### config.mk
export PLATFORM = sky130hd
export DESIGN_NAME = hall_latch_sample_sequencer
export DESIGN_NICKNAME = d
export VERILOG_FILES = /design/src/logic/hall_latch_pkg.sv /design/src/logic/hall_latch_sample_sequencer.sv /design/src/logic/phase_timer.sv
export SDC_FILE = /design/constraint.sdc
export NUM_CORES = 1
export LEC_CHECK = 0
export ABC_AREA = 0
export BUFFER_PORTS_ARGS = -buffer_cell sky130_fd_sc_hd__buf_2
export CELL_PAD_IN_SITES_DETAIL_PLACEMENT = 1
export CELL_PAD_IN_SITES_GLOBAL_PLACEMENT = 2
export CORE_MARGIN = 2
export CORE_UTILIZATION = 40
export DETAILED_ROUTE_END_ITERATION = 8
export GPL_TIMING_DRIVEN = 0
export MAX_ROUTING_LAYER = met4
export PLACE_DENSITY_LB_ADDON = 0.15
export SLEW_MARGIN = 20
export SYNTH_ARGS = -nofsm -noshare
export SYNTH_HDL_FRONTEND = slang
export SYNTH_SLANG_ARGS = --single-unit
### constraint.sdc
create_clock -name clk_sys -period 8.35 [get_ports clk_sys]
set_input_delay 1.2525 -clock clk_sys [delete_from_list [all_inputs] [get_ports clk_sys]]
set_output_delay 1.2525 -clock clk_sys [all_outputs]
set_load 0.05 [all_outputs]
### src/logic/hall_latch_pkg.sv
// Shared types, timing figures and reset values of the hall latch sample sequencer.
package hall_latch_pkg;

	// Timing figures as printed, then derived cycle counts rounded to the nearest cycle.
	localparam real CLK_HZ           = 10.0e6;
	localparam real AWAKE_US         = 25.0;
	localparam real EXT_DELAY_US     = 25.0;
	localparam real NORM_PERIOD_MS   = 0.7;
	localparam real SLOW_PERIOD_MS   = 28.0;
	localparam int  FAST_SLEEP_AWAKES = 8;
	localparam int  TIMEOUT_SLOW_PERIODS = 100;

	localparam int AWAKE_CYC       = int'(AWAKE_US * CLK_HZ / 1.0e6);
	localparam int EXT_DELAY_CYC   = int'(EXT_DELAY_US * CLK_HZ / 1.0e6);
	localparam int FAST_SLEEP_CYC  = FAST_SLEEP_AWAKES * AWAKE_CYC;
	localparam int NORM_PERIOD_CYC = int'(NORM_PERIOD_MS * CLK_HZ / 1.0e3);
	localparam int SLOW_PERIOD_CYC = int'(SLOW_PERIOD_MS * CLK_HZ / 1.0e3);
	localparam int TIMEOUT_CYC     = TIMEOUT_SLOW_PERIODS * SLOW_PERIOD_CYC;

	localparam int TIMER_W = 32;

	// Output is high (off) after reset; the first sample beyond a threshold corrects it.
	localparam logic OUT_RESET  = 1'b1;
	localparam logic OUT_ON     = 1'b0;
	localparam logic OUT_OFF    = 1'b1;

	typedef enum logic [1:0] {
		MODE_NORMAL,
		MODE_DUAL,
		MODE_EXT_SLEEP,
		MODE_EXT_AWAKE
	} clock_mode_t;

	typedef enum logic {
		PH_SLEEP,
		PH_AWAKE
	} phase_t;

	typedef struct packed {
		logic extClk;
		logic dualClk;
	} clock_pins_t;

	typedef struct packed {
		logic aboveOperateThreshold;
		logic belowReleaseThreshold;
	} field_sense_t;

endpackage

### src/logic/hall_latch_sample_sequencer.sv
// Duty-cycled sampling and output latch control of a micro-power magnetic latch.
`timescale 1ns/10ps

module hall_latch_sample_sequencer #(
	parameter int NORM_PERIOD_CYC = hall_latch_pkg::NORM_PERIOD_CYC,
	parameter int SLOW_PERIOD_CYC = hall_latch_pkg::SLOW_PERIOD_CYC,
	parameter int TIMEOUT_CYC     = hall_latch_pkg::TIMEOUT_CYC
) (
	input  wire logic                         clk_sys,
	input  wire logic                         rstn,
	input  wire hall_latch_pkg::clock_pins_t  clockPins,
	input  wire hall_latch_pkg::field_sense_t fieldSense,
	output logic                              latchedOutput,
	output logic                              circuitsAwake,
	output logic                              sampleStrobe,
	output logic                              fastSampling
);

	localparam int TW = hall_latch_pkg::TIMER_W;
	localparam logic [TW-1:0] AWAKE_LEN = TW'(hall_latch_pkg::AWAKE_CYC);
	localparam logic [TW-1:0] DELAY_LEN = TW'(hall_latch_pkg::EXT_DELAY_CYC);
	localparam logic [TW-1:0] FAST_LEN  = TW'(hall_latch_pkg::FAST_SLEEP_CYC);
	localparam logic [TW-1:0] NORM_LEN  = TW'(NORM_PERIOD_CYC - hall_latch_pkg::AWAKE_CYC);
	localparam logic [TW-1:0] SLOW_LEN  = TW'(SLOW_PERIOD_CYC - hall_latch_pkg::AWAKE_CYC);
	localparam logic [TW-1:0] TIMEOUT_LAST = TW'(TIMEOUT_CYC - 1);

	// Two-stage synchronisers for pins and comparator levels.
	logic [3:0] syncA_q;
	logic [3:0] syncB_q;
	logic       dualPrev_q;

	hall_latch_pkg::clock_mode_t mode;
	hall_latch_pkg::clock_mode_t mode_q;
	logic                        modeValid_q;
	hall_latch_pkg::phase_t      phase_q;
	hall_latch_pkg::phase_t      phase_d;
	logic                        fast_q;
	logic                        fast_d;
	logic                        out_q;
	logic                        out_d;
	logic                        sample_q;
	logic [TW-1:0]               timeout_q;

	wire extLevel   = syncB_q[3];
	wire dualLevel  = syncB_q[2];
	wire above      = syncB_q[1];
	wire below      = syncB_q[0];
	wire dualEdge   = dualLevel != dualPrev_q;
	wire modeChange = !modeValid_q || (mode != mode_q);
	wire isExt      = (mode == hall_latch_pkg::MODE_EXT_AWAKE) ||
	                  (mode == hall_latch_pkg::MODE_EXT_SLEEP);
	wire isDual     = mode == hall_latch_pkg::MODE_DUAL;
	wire isAwake    = phase_q == hall_latch_pkg::PH_AWAKE;
	wire sampleNow  = isAwake && (phase_d == hall_latch_pkg::PH_SLEEP);
	wire outChange  = sampleNow && (out_d != out_q);
	wire timeoutHit = fast_q && (timeout_q == TIMEOUT_LAST);

	logic          timerLoad;
	logic [TW-1:0] timerValue;
	logic          timerRunning;
	logic          timerExpired;
	logic [TW-1:0] sleepLen;

	// Mode decode is purely combinational, so a synchronised pin change acts at once.
	always_comb begin
		case ({extLevel, dualLevel})
			2'b00: mode = hall_latch_pkg::MODE_NORMAL;
			2'b01: mode = hall_latch_pkg::MODE_DUAL;
			2'b10: mode = hall_latch_pkg::MODE_EXT_SLEEP;
			2'b11: mode = hall_latch_pkg::MODE_EXT_AWAKE;
			default: mode = hall_latch_pkg::MODE_NORMAL;
		endcase
	end

	assign sleepLen = !isDual ? NORM_LEN : (fast_q ? FAST_LEN : SLOW_LEN);

	phase_timer #(
		.WIDTH (TW)
	) u_timer (
		.clk_sys   (clk_sys),
		.rstn      (rstn),
		.load      (timerLoad),
		.loadValue (timerValue),
		.running   (timerRunning),
		.expired   (timerExpired)
	);

	always_comb begin
		phase_d    = phase_q;
		timerLoad  = 1'b0;
		timerValue = AWAKE_LEN;
		if (modeChange) begin
			timerLoad = 1'b1;
			if (isExt) begin
				timerValue = DELAY_LEN;
			end else begin
				phase_d = hall_latch_pkg::PH_AWAKE;
			end
		end else if (isExt) begin
			if (dualEdge) begin
				timerLoad  = 1'b1;
				timerValue = DELAY_LEN;
			end else if (timerExpired) begin
				phase_d = dualLevel ? hall_latch_pkg::PH_AWAKE : hall_latch_pkg::PH_SLEEP;
			end
		end else if (timerExpired) begin
			timerLoad = 1'b1;
			case (phase_q)
				hall_latch_pkg::PH_AWAKE: begin
					phase_d    = hall_latch_pkg::PH_SLEEP;
					timerValue = sleepLen;
				end
				hall_latch_pkg::PH_SLEEP: begin
					phase_d    = hall_latch_pkg::PH_AWAKE;
					timerValue = AWAKE_LEN;
				end
				default: begin
					phase_d    = hall_latch_pkg::PH_AWAKE;
					timerValue = AWAKE_LEN;
				end
			endcase
		end
	end

	// The comparator is looked at only as the awake interval ends.
	always_comb begin
		out_d = out_q;
		if (sampleNow) begin
			if (above) begin
				out_d = hall_latch_pkg::OUT_ON;
			end else if (below) begin
				out_d = hall_latch_pkg::OUT_OFF;
			end
		end
	end

	always_comb begin
		fast_d = fast_q;
		if (modeChange && isDual) begin
			fast_d = 1'b0;
		end else if (!isDual) begin
			fast_d = 1'b0;
		end else if (outChange) begin
			fast_d = 1'b1;
		end else if (timeoutHit) begin
			fast_d = 1'b0;
		end
	end

	always_ff @(posedge clk_sys) begin
		if (!rstn) begin
			syncA_q    <= 4'h0;
			syncB_q    <= 4'h0;
			dualPrev_q <= 1'b0;
		end else begin
			syncA_q    <= {clockPins, fieldSense};
			syncB_q    <= syncA_q;
			dualPrev_q <= syncB_q[2];
		end
	end

	always_ff @(posedge clk_sys) begin
		if (!rstn) begin
			mode_q      <= hall_latch_pkg::MODE_NORMAL;
			modeValid_q <= 1'b0;
			phase_q     <= hall_latch_pkg::PH_SLEEP;
			fast_q      <= 1'b0;
			out_q       <= hall_latch_pkg::OUT_RESET;
			sample_q    <= 1'b0;
		end else begin
			mode_q      <= mode;
			modeValid_q <= 1'b1;
			phase_q     <= phase_d;
			fast_q      <= fast_d;
			out_q       <= out_d;
			sample_q    <= sampleNow;
		end
	end

	// Each output change restarts the fast-sampling timeout.
	always_ff @(posedge clk_sys) begin
		if (!rstn || !fast_q || outChange || modeChange) begin
			timeout_q <= '0;
		end else begin
			timeout_q <= timeout_q + 1'b1;
		end
	end

	assign latchedOutput = out_q;
	assign circuitsAwake = isAwake;
	assign sampleStrobe  = sample_q;
	assign fastSampling  = fast_q;

	// Helper for the checks: cycles since the last timer load.
	logic [TW-1:0] phaseLen_q;
	always_ff @(posedge clk_sys) begin
		if (!rstn || timerLoad) begin
			phaseLen_q <= '0;
		end else begin
			phaseLen_q <= phaseLen_q + 1'b1;
		end
	end

	property p_operate;
		@(posedge clk_sys) disable iff (!rstn)
		(sampleNow && above) |=> (latchedOutput == 1'b0) && sampleStrobe;
	endproperty
	a_operate: assert property (p_operate) else $error("operate sample not latched low");

	property p_release;
		@(posedge clk_sys) disable iff (!rstn)
		(sampleNow && !above && below) |=> (latchedOutput == 1'b1);
	endproperty
	a_release: assert property (p_release) else $error("release sample not latched high");

	property p_band_hold;
		@(posedge clk_sys) disable iff (!rstn)
		(sampleNow && !above && !below) |=> $stable(latchedOutput);
	endproperty
	a_band_hold: assert property (p_band_hold) else $error("output moved inside band");

	property p_sleep_hold;
		@(posedge clk_sys) disable iff (!rstn)
		!circuitsAwake ##1 !circuitsAwake |-> $stable(latchedOutput);
	endproperty
	a_sleep_hold: assert property (p_sleep_hold) else $error("output changed while asleep");

	property p_awake_len;
		@(posedge clk_sys) disable iff (!rstn)
		(!isExt && !modeChange && isAwake && timerExpired)
			|-> (phaseLen_q == AWAKE_LEN - 1'b1) ##1 !circuitsAwake;
	endproperty
	a_awake_len: assert property (p_awake_len) else $error("awake interval length wrong");

	// Only a sleep loaded while fast_q was already set uses the fast length.
	logic sleepFast_q;
	always_ff @(posedge clk_sys) begin
		if (!rstn) begin
			sleepFast_q <= 1'b0;
		end else if (timerLoad) begin
			sleepFast_q <= fast_q;
		end
	end

	property p_fast_sleep;
		@(posedge clk_sys) disable iff (!rstn)
		(isDual && sleepFast_q && !modeChange && !isAwake && timerExpired)
			|-> (phaseLen_q == FAST_LEN - 1'b1);
	endproperty
	a_fast_sleep: assert property (p_fast_sleep) else $error("fast sleep length wrong");

	property p_ext_awake;
		@(posedge clk_sys) disable iff (!rstn)
		(mode == hall_latch_pkg::MODE_EXT_AWAKE && !modeChange && !timerRunning)
			|-> circuitsAwake;
	endproperty
	a_ext_awake: assert property (p_ext_awake) else $error("not awake with both pins high");

	property p_ext_sleep;
		@(posedge clk_sys) disable iff (!rstn)
		(mode == hall_latch_pkg::MODE_EXT_SLEEP && !modeChange && !timerRunning)
			|-> !circuitsAwake;
	endproperty
	a_ext_sleep: assert property (p_ext_sleep) else $error("awake in external sleep");

	property p_ext_delay;
		@(posedge clk_sys) disable iff (!rstn)
		(isExt && $past(isExt) && (phase_q != $past(phase_q)))
			|-> ($past(phaseLen_q) == DELAY_LEN - 1'b1);
	endproperty
	a_ext_delay: assert property (p_ext_delay) else $error("external transition delay wrong");

	property p_dual_start;
		@(posedge clk_sys) disable iff (!rstn)
		(isDual && modeChange) |=> !fastSampling;
	endproperty
	a_dual_start: assert property (p_dual_start) else $error("dual mode did not start slow");

	property p_go_fast;
		@(posedge clk_sys) disable iff (!rstn)
		(isDual && !modeChange && outChange) |=> fastSampling;
	endproperty
	a_go_fast: assert property (p_go_fast) else $error("no fast sampling after change");

	property p_timeout;
		@(posedge clk_sys) disable iff (!rstn)
		(isDual && !modeChange && !outChange && timeoutHit) |=> !fastSampling;
	endproperty
	a_timeout: assert property (p_timeout) else $error("fast sampling did not time out");

endmodule

### src/logic/phase_timer.sv
// Down-counting interval timer that flags the last cycle of a loaded interval.
`timescale 1ns/10ps
module phase_timer #(
	parameter int WIDTH = 32
) (
	input  wire logic             clk_sys,
	input  wire logic             rstn,
	input  wire logic             load,
	input  wire logic [WIDTH-1:0] loadValue,
	output logic                  running,
	output logic                  expired
);

	logic [WIDTH-1:0] count_q;
	logic             running_q;

	assign running = running_q;
	assign expired = running_q && (count_q == '0);

	// A load of N makes expired rise in the N-th cycle after the loading edge.
	always_ff @(posedge clk_sys) begin
		if (!rstn) begin
			count_q   <= '0;
			running_q <= 1'b0;
		end else if (load) begin
			count_q   <= loadValue - 1'b1;
			running_q <= 1'b1;
		end else if (expired) begin
			running_q <= 1'b0;
		end else if (running_q) begin
			count_q <= count_q - 1'b1;
		end
	end

endmodule

==> Word level (Yosys, flattened, before mapping) <==
Index checks and enable logic that the tools add are counted.
{ "word_totals": {"ff_bits": 81, "input_bits": 6, "out_inout_bits": 4, "elab_cells": 80} }
{ "classes": {"addsub": 3, "n_eq_ne": 11, "n_mux": 30, "bitwise": 4, "reduce_logical": 20} }
{ "op_table": {"columns": ["op", "n"], "rows": [
  ["32-bit two-way mux", 6],
  ["32-bit one-hot mux with 2 select lines", 1],
  ["32-bit by 1-bit subtractor with 32-bit output, second input constant", 2],
  ["19-bit two-way mux", 2],
  ["32-bit by 1-bit adder with 32-bit output, second input constant", 1],
  ["32-bit by 25-bit equality test with 1-bit output, second input constant", 1],
  ["32-bit zero test", 1],
  ["1-bit two-way mux", 19],
  ["2-bit equality test, second input constant", 4],
  ["2-bit one-hot mux with 4 select lines", 1],
  ["2-bit nonzero test", 3],
  ["1-bit logical AND", 5],
  ["1-bit logical OR", 5],
  ["2-bit by 1-bit equality test with 1-bit output, second input constant", 2],
  ["1-bit NOT", 4],
  ["1-bit zero test", 3],
  ["3-bit OR reduction", 1],
  ["2-bit zero test", 1],
  ["1-bit inequality test", 2],
  ["2-bit inequality test", 1],
  ["2-bit inequality test, second input constant", 1],
  ["1-bit one-hot mux with 2 select lines", 1],
  ["2-bit AND reduction", 1]
]} }

==> Longest topological paths before layout <==
Gate-level depths: netlist (run 1).
{ "logic_depth": {"ltp_word": 13, "depth_mapped": 13} }

==> Hierarchy <==
A second synthesis (run 1) with hierarchy kept.
{ "hier_totals": {"cells_unflattened": 600, "area_unflattened_um2": 4946.0} }
{ "modules_own_cells": {"columns": ["module", "instances", "cells_each", "area_each_um2"], "rows": [
  ["phase_timer", 1, 346, 2762.6],
  ["hall_latch_sample_sequencer", 1, 254, 2183.3]
]} }

==> Worst setup path after synthesis (run 1) <==
Ideal clock, no wire load.
{ "synth_timing": {"path_type": "register to register", "from": "register u_timer.count_q[9]", "to": "register u_timer.count_q[28]", "setup_ns": 0.070, "t_arrival_ns": 3.657, "path_slack_ns": 4.622, "path_stages_with_launch": 14, "n_path_buf": 2, "synth_period_minus_slack_ns": 3.728, "cell_sequence": "dfxtp_1 buf_6 nor4_4 nand4_2 nor4_1 nor2_1 clkbuf_1 nand2_1 ha_1 nand4b_1 nor3b_1 nand2_1 or4_1 a21oi_1"} }
{ "synth_via": {"elab_chain_len": 7} }
{ "synth_lines": {"columns": ["item", "line", "text"], "rows": [
  ["start, declared", "phase_timer.sv:14", "logic [WIDTH-1:0] count_q;"],
  ["start signal, assigned", "phase_timer.sv:26", "count_q <= loadValue - 1'b1;"],
  ["start signal, assigned", "phase_timer.sv:31", "count_q <= count_q - 1'b1;"],
  ["32-bit zero test", "phase_timer.sv:18", "assign expired = running_q && (count_q == '0);"],
  ["1-bit logical AND", "phase_timer.sv:18", null],
  ["32-bit two-way mux / 1-bit two-way mux (equally long branches)", "hall_latch_sample_sequencer.sv:106", "end else if (timerExpired) begin"],
  ["32-bit two-way mux / 1-bit two-way mux (equally long branches)", "hall_latch_sample_sequencer.sv:99", "end else if (isExt) begin"],
  ["32-bit two-way mux / 1-bit two-way mux (equally long branches)", "hall_latch_sample_sequencer.sv:92", "if (modeChange) begin"],
  ["32-bit by 1-bit subtractor with 32-bit output, or another cell as far along", "phase_timer.sv:26", null],
  ["32-bit two-way mux / 2-bit AND reduction (equally long branches)", null, null]
]} }
Several ways; a longest one is shown, not always the timed one. The select of a mux whose other input is x is not followed.
A chain may end at the register's enable or synchronous reset.

==> Final worst setup path (run 1) <==
{ "layout_timing": {"from": "register u_timer.count_q[23]", "to": "register u_timer.count_q[28]"} }
Same word-level chain as after synthesis.

==> results of run 1 <==
==> cells by family (layout without fill, tap and decap cells) <==
| family | Yosys count | in the layout | share of synthesized area (%) |
|---|---|---|---|
| AOI/OAI and AO/OA | 97 | 97 | 16.3 |
| buffers and inverters | 33 | 58 | 3.37 |
| xor gates and xnor gates | 34 | 34 | 6.86 |
| and+or+nand+nor | 275 | 275 | 34.5 |
| muxes | 3 | 3 | 0.721 |
| DFF | 81 | 81 | 37.4 |
| adders and majority gates | 3 | 3 | 0.865 |
==> power groups by stage <==
stage	combinational (mW)	sequential, mW	clock [mW]
global placement	0.0954	0.414	0
floorplan	0.0659	0.414	0
detailed placement	0.0968	0.415	0
CTS	0.0978	0.406	0.336
finish	0.0994	0.406	0.327
global route	0.108	0.408	0.354
==> path summary, 6_finish.rpt <==
path	startpoint	slack, ps	to	cells past startpoint
max reg2reg	u_timer.count_q[23]	2690	u_timer.count_q[28]	13
min reg2reg	syncA_q[0]	440	syncB_q[0]	1
max	u_timer.count_q[23]	2690	u_timer.count_q[28]	13
min	syncA_q[0]	440	syncB_q[0]	1
==> cells in the final DEF, fill, tap and decap left out, types with 5 or more instances in the layout <==
master	n
sky130_fd_sc_hd__a21oi_1	19
sky130_fd_sc_hd__or4_1	8
sky130_fd_sc_hd__nand3_1	20
sky130_fd_sc_hd__o31ai_1	5
sky130_fd_sc_hd__and3_1	16
sky130_fd_sc_hd__dfxtp_1	81
sky130_fd_sc_hd__xor2_1	23
sky130_fd_sc_hd__nor4_1	16
sky130_fd_sc_hd__nor2_1	68
sky130_fd_sc_hd__or3_1	8
sky130_fd_sc_hd__clkbuf_8	9
sky130_fd_sc_hd__nand2_1	52
sky130_fd_sc_hd__o211ai_1	5
sky130_fd_sc_hd__nand4_1	13
sky130_fd_sc_hd__xnor2_1	11
sky130_fd_sc_hd__a211oi_1	7
sky130_fd_sc_hd__buf_2	15
sky130_fd_sc_hd__or2_2	6
sky130_fd_sc_hd__and4_1	5
sky130_fd_sc_hd__inv_1	10
sky130_fd_sc_hd__o21ai_0	17
sky130_fd_sc_hd__clkbuf_1	16
sky130_fd_sc_hd__and2_1	18
sky130_fd_sc_hd__nor3_1	19
==> layout make-up <==
type / instances / area share, %
Inverter: 10 / 0.785
Sequential cell: 81 / 33.9
Buffer: 23 / 2.28
Clock inverter: 6 / 1.91
Multi-Input combinational cell: 412 / 53.8
Tap cell: 140 / 3.66
Clock buffer: 10 / 2.67
Timing Repair Buffer: 9 / 0.942
==> flip-flops by register name, summed over array words and instances, names as in the netlist, 2 cells and up <==
name,cells
syncA_q,4
timeout_q,32
syncB_q,4
mode_q,2
u_timer.count_q,32
==> through the flow <==
stage                     setup WS, ps  utilization [%]  hold slack, ps  total power [mW]
after global placement            2900             42.6             413             0.510
after global routing              2380             44.7             471             0.870
after CTS                         2820             44.7             444             0.840
after detailed placement          2830             42.6             422             0.512
final                             2690             44.7             441             0.833
after floorplan                   4620                -             412             0.480
==> layer usage <==
layer	part of all wire, %	vias to the layer above
met5	0	-
met4	1.7	0
met3	3.4	18
met2	50	70
met1	45	2041
li1	-	1966
==> worst reg2reg max path, stage by stage, from the launching register on <==
cell and delay, ps:
sky130_fd_sc_hd__dfxtp_1 300, sky130_fd_sc_hd__clkbuf_1 190, sky130_fd_sc_hd__nor3_1 400, sky130_fd_sc_hd__nand4_1 350, sky130_fd_sc_hd__nor4_1 790, sky130_fd_sc_hd__nor2_1 370
sky130_fd_sc_hd__clkbuf_1 370, sky130_fd_sc_hd__nand2_1 160, sky130_fd_sc_hd__ha_1 230, sky130_fd_sc_hd__nand4b_1 270, sky130_fd_sc_hd__nor3b_1 1000, sky130_fd_sc_hd__nand2_1 420
sky130_fd_sc_hd__or4_1 570, sky130_fd_sc_hd__a21oi_1 160
==> impl_summary.log, run 1 <==
[metrics] number of iterations in the first detailed-routing pass: 4
[metrics] arrival time at the worst endpoint: 5940 ps
[metrics] area of combinational cells with multiple inputs: 2570 um^2
[metrics] initial core utilization: 40.5%
[metrics] Synthesis Warnings: 0
[metrics] Fin. Hold Viols: 0
[metrics] run status: finished, final reports clean
[metrics] number of maximum-capacitance violations: 0
[metrics] global-route wire length before repair: 22.1 mm
[metrics] prevailing post-synth register cell: sky130_fd_sc_hd__dfxtp_1
[metrics] sw frac: between 20% and 30%
[metrics] area grow syn2layout: 10.2%
[metrics] master of the slowest instance on the critical path: sky130_fd_sc_hd__nor3b_1
[metrics] Post-CTS Setup Bufs: 0
[metrics] actual transition at the worst max-transition pin: 1140 ps
[metrics] most instantiated library cell after synthesis: sky130_fd_sc_hd__dfxtp_1
[metrics] gp weighted congestion: 0.948
[metrics] post-cts gate resize count: 0
[metrics] clk_lat worst skew: 360 ps
[metrics] class of the most critical hold timing path: flop to flop
[metrics] overall overflow remaining after global route: 0
[metrics] total length of routed wires: around 14 mm
[metrics] DRC violation count after routing: 0
[metrics] total core area: about 11000 um^2
[metrics] Rows: 38
[metrics] Post-Syn Area per Cell: 8.25 um^2
[metrics] share of total power in combinational logic: 11.9%
[metrics] data required time of the worst path: 8630 ps
[metrics] fillers: 1349
[metrics] Mapped Cells: 526
[metrics] cells along the critical path: clkbuf_1 -> nor3_1 -> nand4_1 -> nor4_1 -> nor2_1 -> clkbuf_1 -> nand2_1 -> ha_1 -> nand4b_1 -> nor3b_1 -> nand2_1 -> or4_1 -> a21oi_1
[metrics] delay-heaviest family, CP: simple AND/OR/NAND/NOR gates
[metrics] net switching power: 0.237 mW
[metrics] # nets final: 555
[metrics] combined buffer and inverter count along the critical path: 2
[metrics] TritonCTS clock tree: built
[metrics] sequential share of the synthesized area: a little under two fifths
[metrics] Avg WL per Cell: 19.5 um
[metrics] critical path class: flop to flop
[metrics] total nets after synthesis: 535
[metrics] Vias: between 4000 and 5000
[metrics] maximum number of pins on one net before global-route repair: 15
[metrics] internal power consumption: ~0.6 mW
[metrics] die height: 108 um
[metrics] setup repair after global routing missed its margin: no
[metrics] post-route insts no fill: 691
[metrics] IR drop worst, VDD: 0.0000779 V
[metrics] number of antenna-violating nets in the routed design: 0
[metrics] fmax: around 180 MHz
[metrics] top-level port count: 10
[metrics] count of buffers inserted at the top-level ports: 9
[metrics] final sum of negative setup slack: 0 ps
[metrics] drt initial violations: slightly above 200
[metrics] clock share of power: between 30% and 40%
[metrics] Overall Global Routing Usage: 25.0%
[metrics] share of Yosys cell area claimed by the top area cell type: 37.4%
[metrics] total power divided by cell area: 174 nW/um^2
[metrics] Slew Limit Headroom: 23.9%
[metrics] antenna violations before repair: 0
[metrics] clock-pin slew of the registers on the worst-case setup and hold paths: ~90 ps
[metrics] part of the total power dissipated in sequential elements: between 40% and 50%
[metrics] total number of clock tree sinks: 81
[metrics] part of the cycle the worst path needs: slightly below 70%
[metrics] async set-reset flop share out of synthesis: 0%
[metrics] CP peak stage delay: approximately 990 ps
[metrics] ant diodes: 0
[metrics] count of distinct cell types in the synthesized netlist: 66
[metrics] root buffer selected by CTS: sky130_fd_sc_hd__clkbuf_8
[metrics] post-route minimum period: 5660 ps
[metrics] Die Wd: 108 um
[metrics] leakage power total: around 1.7 nW
[metrics] worst-path fanout max: 10
[metrics] via count of the first global-routing pass: approximately 4200
[metrics] top cell types by occurrence after synthesis: sky130_fd_sc_hd__dfxtp_1 (81), sky130_fd_sc_hd__nor2_1 (68), sky130_fd_sc_hd__nand2_1 (52)
[metrics] full die area: 11700 um^2
[metrics] Setup violations, final: 0
[metrics] routing layer with the top usage in global route: met2
[metrics] area used by sequential logic in the layout: 1620 um^2
[metrics] buffer levels on the longest clock path: 2
[metrics] placed insts: ~680
[metrics] final non-filler cell area: between 4000 and 5000 um^2
[metrics] vias per cell: roughly 6
[metrics] Synth Register Bits: 81
[metrics] Setup crit start kind: flop
[metrics] HPWL reported at the end of detailed placement: 9.76 mm
[metrics] CP endpoint kind: flop
[metrics] dominant cells by area after synthesis: sky130_fd_sc_hd__dfxtp_1 (37%), sky130_fd_sc_hd__nor2_1 (5.9%), sky130_fd_sc_hd__xor2_1 (4.6%), sky130_fd_sc_hd__nand2_1 (4.5%), sky130_fd_sc_hd__and2_1 (2.6%)
[metrics] met2 Use GR: 42.4%
[metrics] Max Clock Skew: around 13 ps
[metrics] post-synthesis cell area: 4340 um^2
[metrics] met1 routing resource usage after global routing: 30.7%
[metrics] count of final max-slew check failures: 0
[metrics] fraction of final layout cells sized beyond drive strength 1: about a tenth
[metrics] number of buffers added to fix hold violations after cts: 0
[metrics] Num CTS Buffers: 9
[metrics] H-tree depth reported by CTS: 3
[metrics] Post-synth EDFFs: 0
[metrics] GR met3 Demand/Resource: approximately 3.1%
[metrics] standard cell area after detailed placement: 4560 um^2
[metrics] cell type with the largest total area after synthesis: sky130_fd_sc_hd__dfxtp_1
(Power assumes the default switching activity.)
==> run 2: changes to the inputs <==
--- a/config.mk
+++ b/config.mk
@@ -5,12 +5,12 @@
 export SDC_FILE = /design/constraint.sdc
 export NUM_CORES = 1
 export LEC_CHECK = 0
-export ABC_AREA = 0
+export ABC_AREA = 1
 export BUFFER_PORTS_ARGS = -buffer_cell sky130_fd_sc_hd__buf_2
 export CELL_PAD_IN_SITES_DETAIL_PLACEMENT = 1
 export CELL_PAD_IN_SITES_GLOBAL_PLACEMENT = 2
 export CORE_MARGIN = 2
-export CORE_UTILIZATION = 40
+export CORE_UTILIZATION = 32
 export DETAILED_ROUTE_END_ITERATION = 8
 export GPL_TIMING_DRIVEN = 0
 export MAX_ROUTING_LAYER = met4
==> constraint.sdc (replaced) <==
create_clock -name clk_sys -period 4.7 [get_ports clk_sys]
set_input_delay 0.705 -clock clk_sys [delete_from_list [all_inputs] [get_ports clk_sys]]
set_output_delay 0.705 -clock clk_sys [all_outputs]
set_load 0.05 [all_outputs]
==> impl_summary.log, run 2 <==
[metrics] run status: finished, final reports clean
[metrics] clock-pin slew of the registers on the worst-case setup and hold paths: 70 ps
[metrics] most common cell after layout, fill and taps aside: sky130_fd_sc_hd__nand2_1
[metrics] total number of clock tree sinks: 81
[metrics] total core area: 14600 um^2
[metrics] data required time of the worst path: 4950 ps
[metrics] worst-path fanout max: 10
[metrics] fraction of final layout cells sized beyond drive strength 1: 13.9%
[metrics] Slew Limit Headroom: 52.3%
[metrics] maximum number of pins on one net before global-route repair: 15
[metrics] most used cell, CP: sky130_fd_sc_hd__nand2_1
[metrics] worst r2r path cells: 20
[metrics] via count of the first global-routing pass: 4688
[metrics] post-layout worst setup margin: ~1600 ps
[metrics] worst reg2reg path startpoint: u_timer.count_q[24]
[metrics] Fin. Hold Viols: 0
[metrics] # nets final: 737
[metrics] total length of routed wires: about 14 mm
[metrics] part of the cycle the worst path needs: between 60% and 70%
[metrics] clk_lat worst skew: 350 ps
[metrics] part of the total power dissipated in sequential elements: approximately two fifths
[metrics] final non-filler cell area: between 5000 and 6000 um^2
[metrics] H-tree depth reported by CTS: 3
[metrics] setup repair after global routing missed its margin: no
[metrics] TritonCTS clock tree: built
[metrics] master of the slowest instance on the critical path: sky130_fd_sc_hd__dfxtp_1
[metrics] HPWL reported at the end of detailed placement: about 11 mm
[metrics] number of antenna-violating nets in the routed design: 0
[metrics] Die Wd: 127 um
[metrics] cell type with the largest total area after synthesis: sky130_fd_sc_hd__dfxtp_1
[metrics] Overall Global Routing Usage: 19.7%
[metrics] post-cts gate resize count: 0
[metrics] dominant cells by area after synthesis: sky130_fd_sc_hd__dfxtp_1 (34%), sky130_fd_sc_hd__nand2_1 (11%), sky130_fd_sc_hd__nor2_1 (9.5%), sky130_fd_sc_hd__inv_1 (7.8%), sky130_fd_sc_hd__nand3_1 (5.4%)
[metrics] startpoint of the lowest-slack hold path: syncA_q[2]
[metrics] global-route wire length before repair: around 24 mm
[metrics] prevailing post-synth register cell: sky130_fd_sc_hd__dfxtp_1
[metrics] antenna violations before repair: 0
[metrics] top cell types by occurrence after synthesis: sky130_fd_sc_hd__nand2_1 (139), sky130_fd_sc_hd__nor2_1 (121), sky130_fd_sc_hd__inv_1 (100)
[metrics] post-route minimum period: 3090 ps
[metrics] largest registers: timeout_q: 32 flops, u_timer.count_q: 32 flops
[metrics] Setup crit start kind: flop
[metrics] initial core utilization: between 30% and 40%
[metrics] arrival time at the worst endpoint: 3350 ps
[metrics] full die area: about 16000 um^2
[metrics] net switching power: 0.470 mW
[metrics] cells along the critical path: nor2_1 -> nand2_1 -> nor2_1 -> nand2_1 -> nor2_4 -> nand3_4 -> buf_6 -> nand3_2 -> nand2_2 -> inv_1 -> ha_1 -> nand3_2 -> nor2_8 -> nand3_2 -> nor2_2 -> nand2_1 -> nand2_1 -> nand3_1 -> nand2_1 -> inv_1
[metrics] count of buffers inserted at the top-level ports: 9
[metrics] final sum of negative setup slack: 0 ps
[metrics] Max Clock Skew: 8.31 ps
[metrics] share of total power in combinational logic: 12.0%
[metrics] critical path class: flop to flop
[metrics] leakage power total: approximately 2.4 nW
[metrics] Post-CTS Setup Bufs: 0
[metrics] fmax: 323 MHz
[metrics] top-level port count: 10
[metrics] top library cells by usage in the layout, fill and taps aside: sky130_fd_sc_hd__nand2_1 (139), sky130_fd_sc_hd__nor2_1 (121), sky130_fd_sc_hd__inv_1 (100)
[metrics] CP peak stage delay: 310 ps
[metrics] async set-reset flop share out of synthesis: 0%
[metrics] Hold Slack: 413 ps
[metrics] Avg WL per Cell: 15.8 um
[metrics] clock share of power: 46.0%
[metrics] overall overflow remaining after global route: 0
[metrics] buffer levels on the longest clock path: 2
[metrics] most instantiated library cell after synthesis: sky130_fd_sc_hd__nand2_1
[metrics] ant diodes: 0
[metrics] vias per cell: approximately 4.9
[metrics] number of maximum-capacitance violations: 0
[metrics] register-to-register setup slack: around 1600 ps
[metrics] total power divided by cell area: 317 nW/um^2
[metrics] Crit Reg-Reg Endpoint: u_timer.count_q[18]
[metrics] worst slack after detailed placement: 1650 ps
[metrics] standard cell area after detailed placement: about 5100 um^2
[metrics] Min-Delay Path Depth: 2
[metrics] Setup violations, final: 0
[metrics] count of distinct cell types in the synthesized netlist: 46
[metrics] total nets after synthesis: 717
[metrics] drt initial violations: 174
[metrics] Post-Syn Area per Cell: just under 7 um^2
[metrics] Synth Register Bits: 81
[metrics] share of Yosys cell area claimed by the top area cell type: 33.8%
[metrics] Mapped Cells: 708
[metrics] CP endpoint kind: flop
[metrics] Total Power: 1.71 mW
[metrics] number of buffers added to fix hold violations after cts: 0
[metrics] Vias: 4490
[metrics] number of iterations in the first detailed-routing pass: 4
[metrics] post-synthesis cell area: 4800 um^2
[metrics] sw frac: 27.4%
[metrics] Post-synth EDFFs: 0
[metrics] sequential share of the synthesized area: between 30 and 40%
[metrics] area grow syn2layout: 12.6%
[metrics] class of the most critical hold timing path: flop to flop
[metrics] internal power consumption: between 1 and 1.5 mW
[metrics] gp weighted congestion: around 0.86
[metrics] Num CTS Buffers: 9
[metrics] die height: ~130 um
[metrics] count of final max-slew check failures: 0
[metrics] Synthesis Warnings: 0
[metrics] root buffer selected by CTS: sky130_fd_sc_hd__clkbuf_16
[metrics] Rows: 44
[metrics] DRC violation count after routing: 0
[metrics] hold endpoint: syncB_q[2]
[metrics] IR drop worst, VDD: 0.000155 V
[metrics] actual transition at the worst max-transition pin: around 710 ps
==> run 2: changes by cell type after synthesis, sizes merged, moves of 8 or more <==
cell | previous run | this run
inv | 10 | 106
nand3 | 21 | 64
and2 | 18 | 0
nor2 | 68 | 138
a21oi | 19 | 11
or3 | 10 | 0
and3 | 16 | 0
clkbuf | 15 | 5
nand2 | 52 | 158
or4 | 9 | 0
nand4 | 16 | 29
nor4 | 19 | 5
==> run 2: power by group through the flow <==
stage                     sequential (mW)  clock [mW]  combinational, mW
final                               0.721       0.788              0.206
after global routing                0.724       0.843              0.228
after CTS                           0.721       0.817              0.208
after detailed placement            0.736           0              0.206
after global placement              0.736           0              0.204
after floorplan                     0.737           0              0.146
==> run 2: logic make-up after synthesis <==
group                      synth area share [%]
and+or+nand+nor                            43.3
DFF                                        33.8
xor gates and xnor gates                   5.65
AOI/OAI and AO/OA                          5.91
buffers and inverters                      10.6
adders and majority gates                 0.782
==> run 2: area by class of cell <==
| type | instances | area, um^2 |
|---|---|---|
| multi-input combinational | 503 | 2670 |
| clock inverter | 6 | 90.1 |
| timing repair buffer | 9 | 45.0 |
| buffer | 17 | 103 |
| fill | 1866 | 9180 |
| sequential | 81 | 1620 |
| tap | 184 | 230 |
| inverter | 107 | 404 |
| clock buffer | 10 | 239 |
==> run 2: worst max-delay path by stage <==
stage	start	endpoint	slack [ps]	cells after the start
2_1_floorplan	circuitsAwake	u_timer.count_q[18]	2210	16
3_5_place_dp	u_timer.count_q[16]	timeout_q[1]	1650	11
5_1_grt	u_timer.count_q[24]	u_timer.count_q[18]	1340	20
6_report	u_timer.count_q[24]	u_timer.count_q[18]	1610	20
4_1_cts	u_timer.count_q[16]	timeout_q[28]	1630	11
3_3_place_gp	u_timer.count_q[16]	timeout_q[29]	1680	11
==> run 2: critical path: cells and delay by family, from the launching register on <==
family | cells | cell delay [ps]
buf+inv | 3 | 300
simple gates | 16 | 2190
flops | 1 | 310
fa+ha+maj | 1 | 180
==> run 2: layer usage <==
layer,up-vias,GRT usage (%),routed length (um)
met5,-,-,0
met4,0,5.24,177
met3,16,3.21,335
met2,46,31.3,6510
met1,2128,26.1,7420
li1,2300,-,-
==> run 2: stage by stage <==
stage	util, %	std cells
detailed placement	34.8	901
finish	37.1	917
floorplan	-	708
global route	37.1	917
global placement	34.8	901
CTS	37.1	917
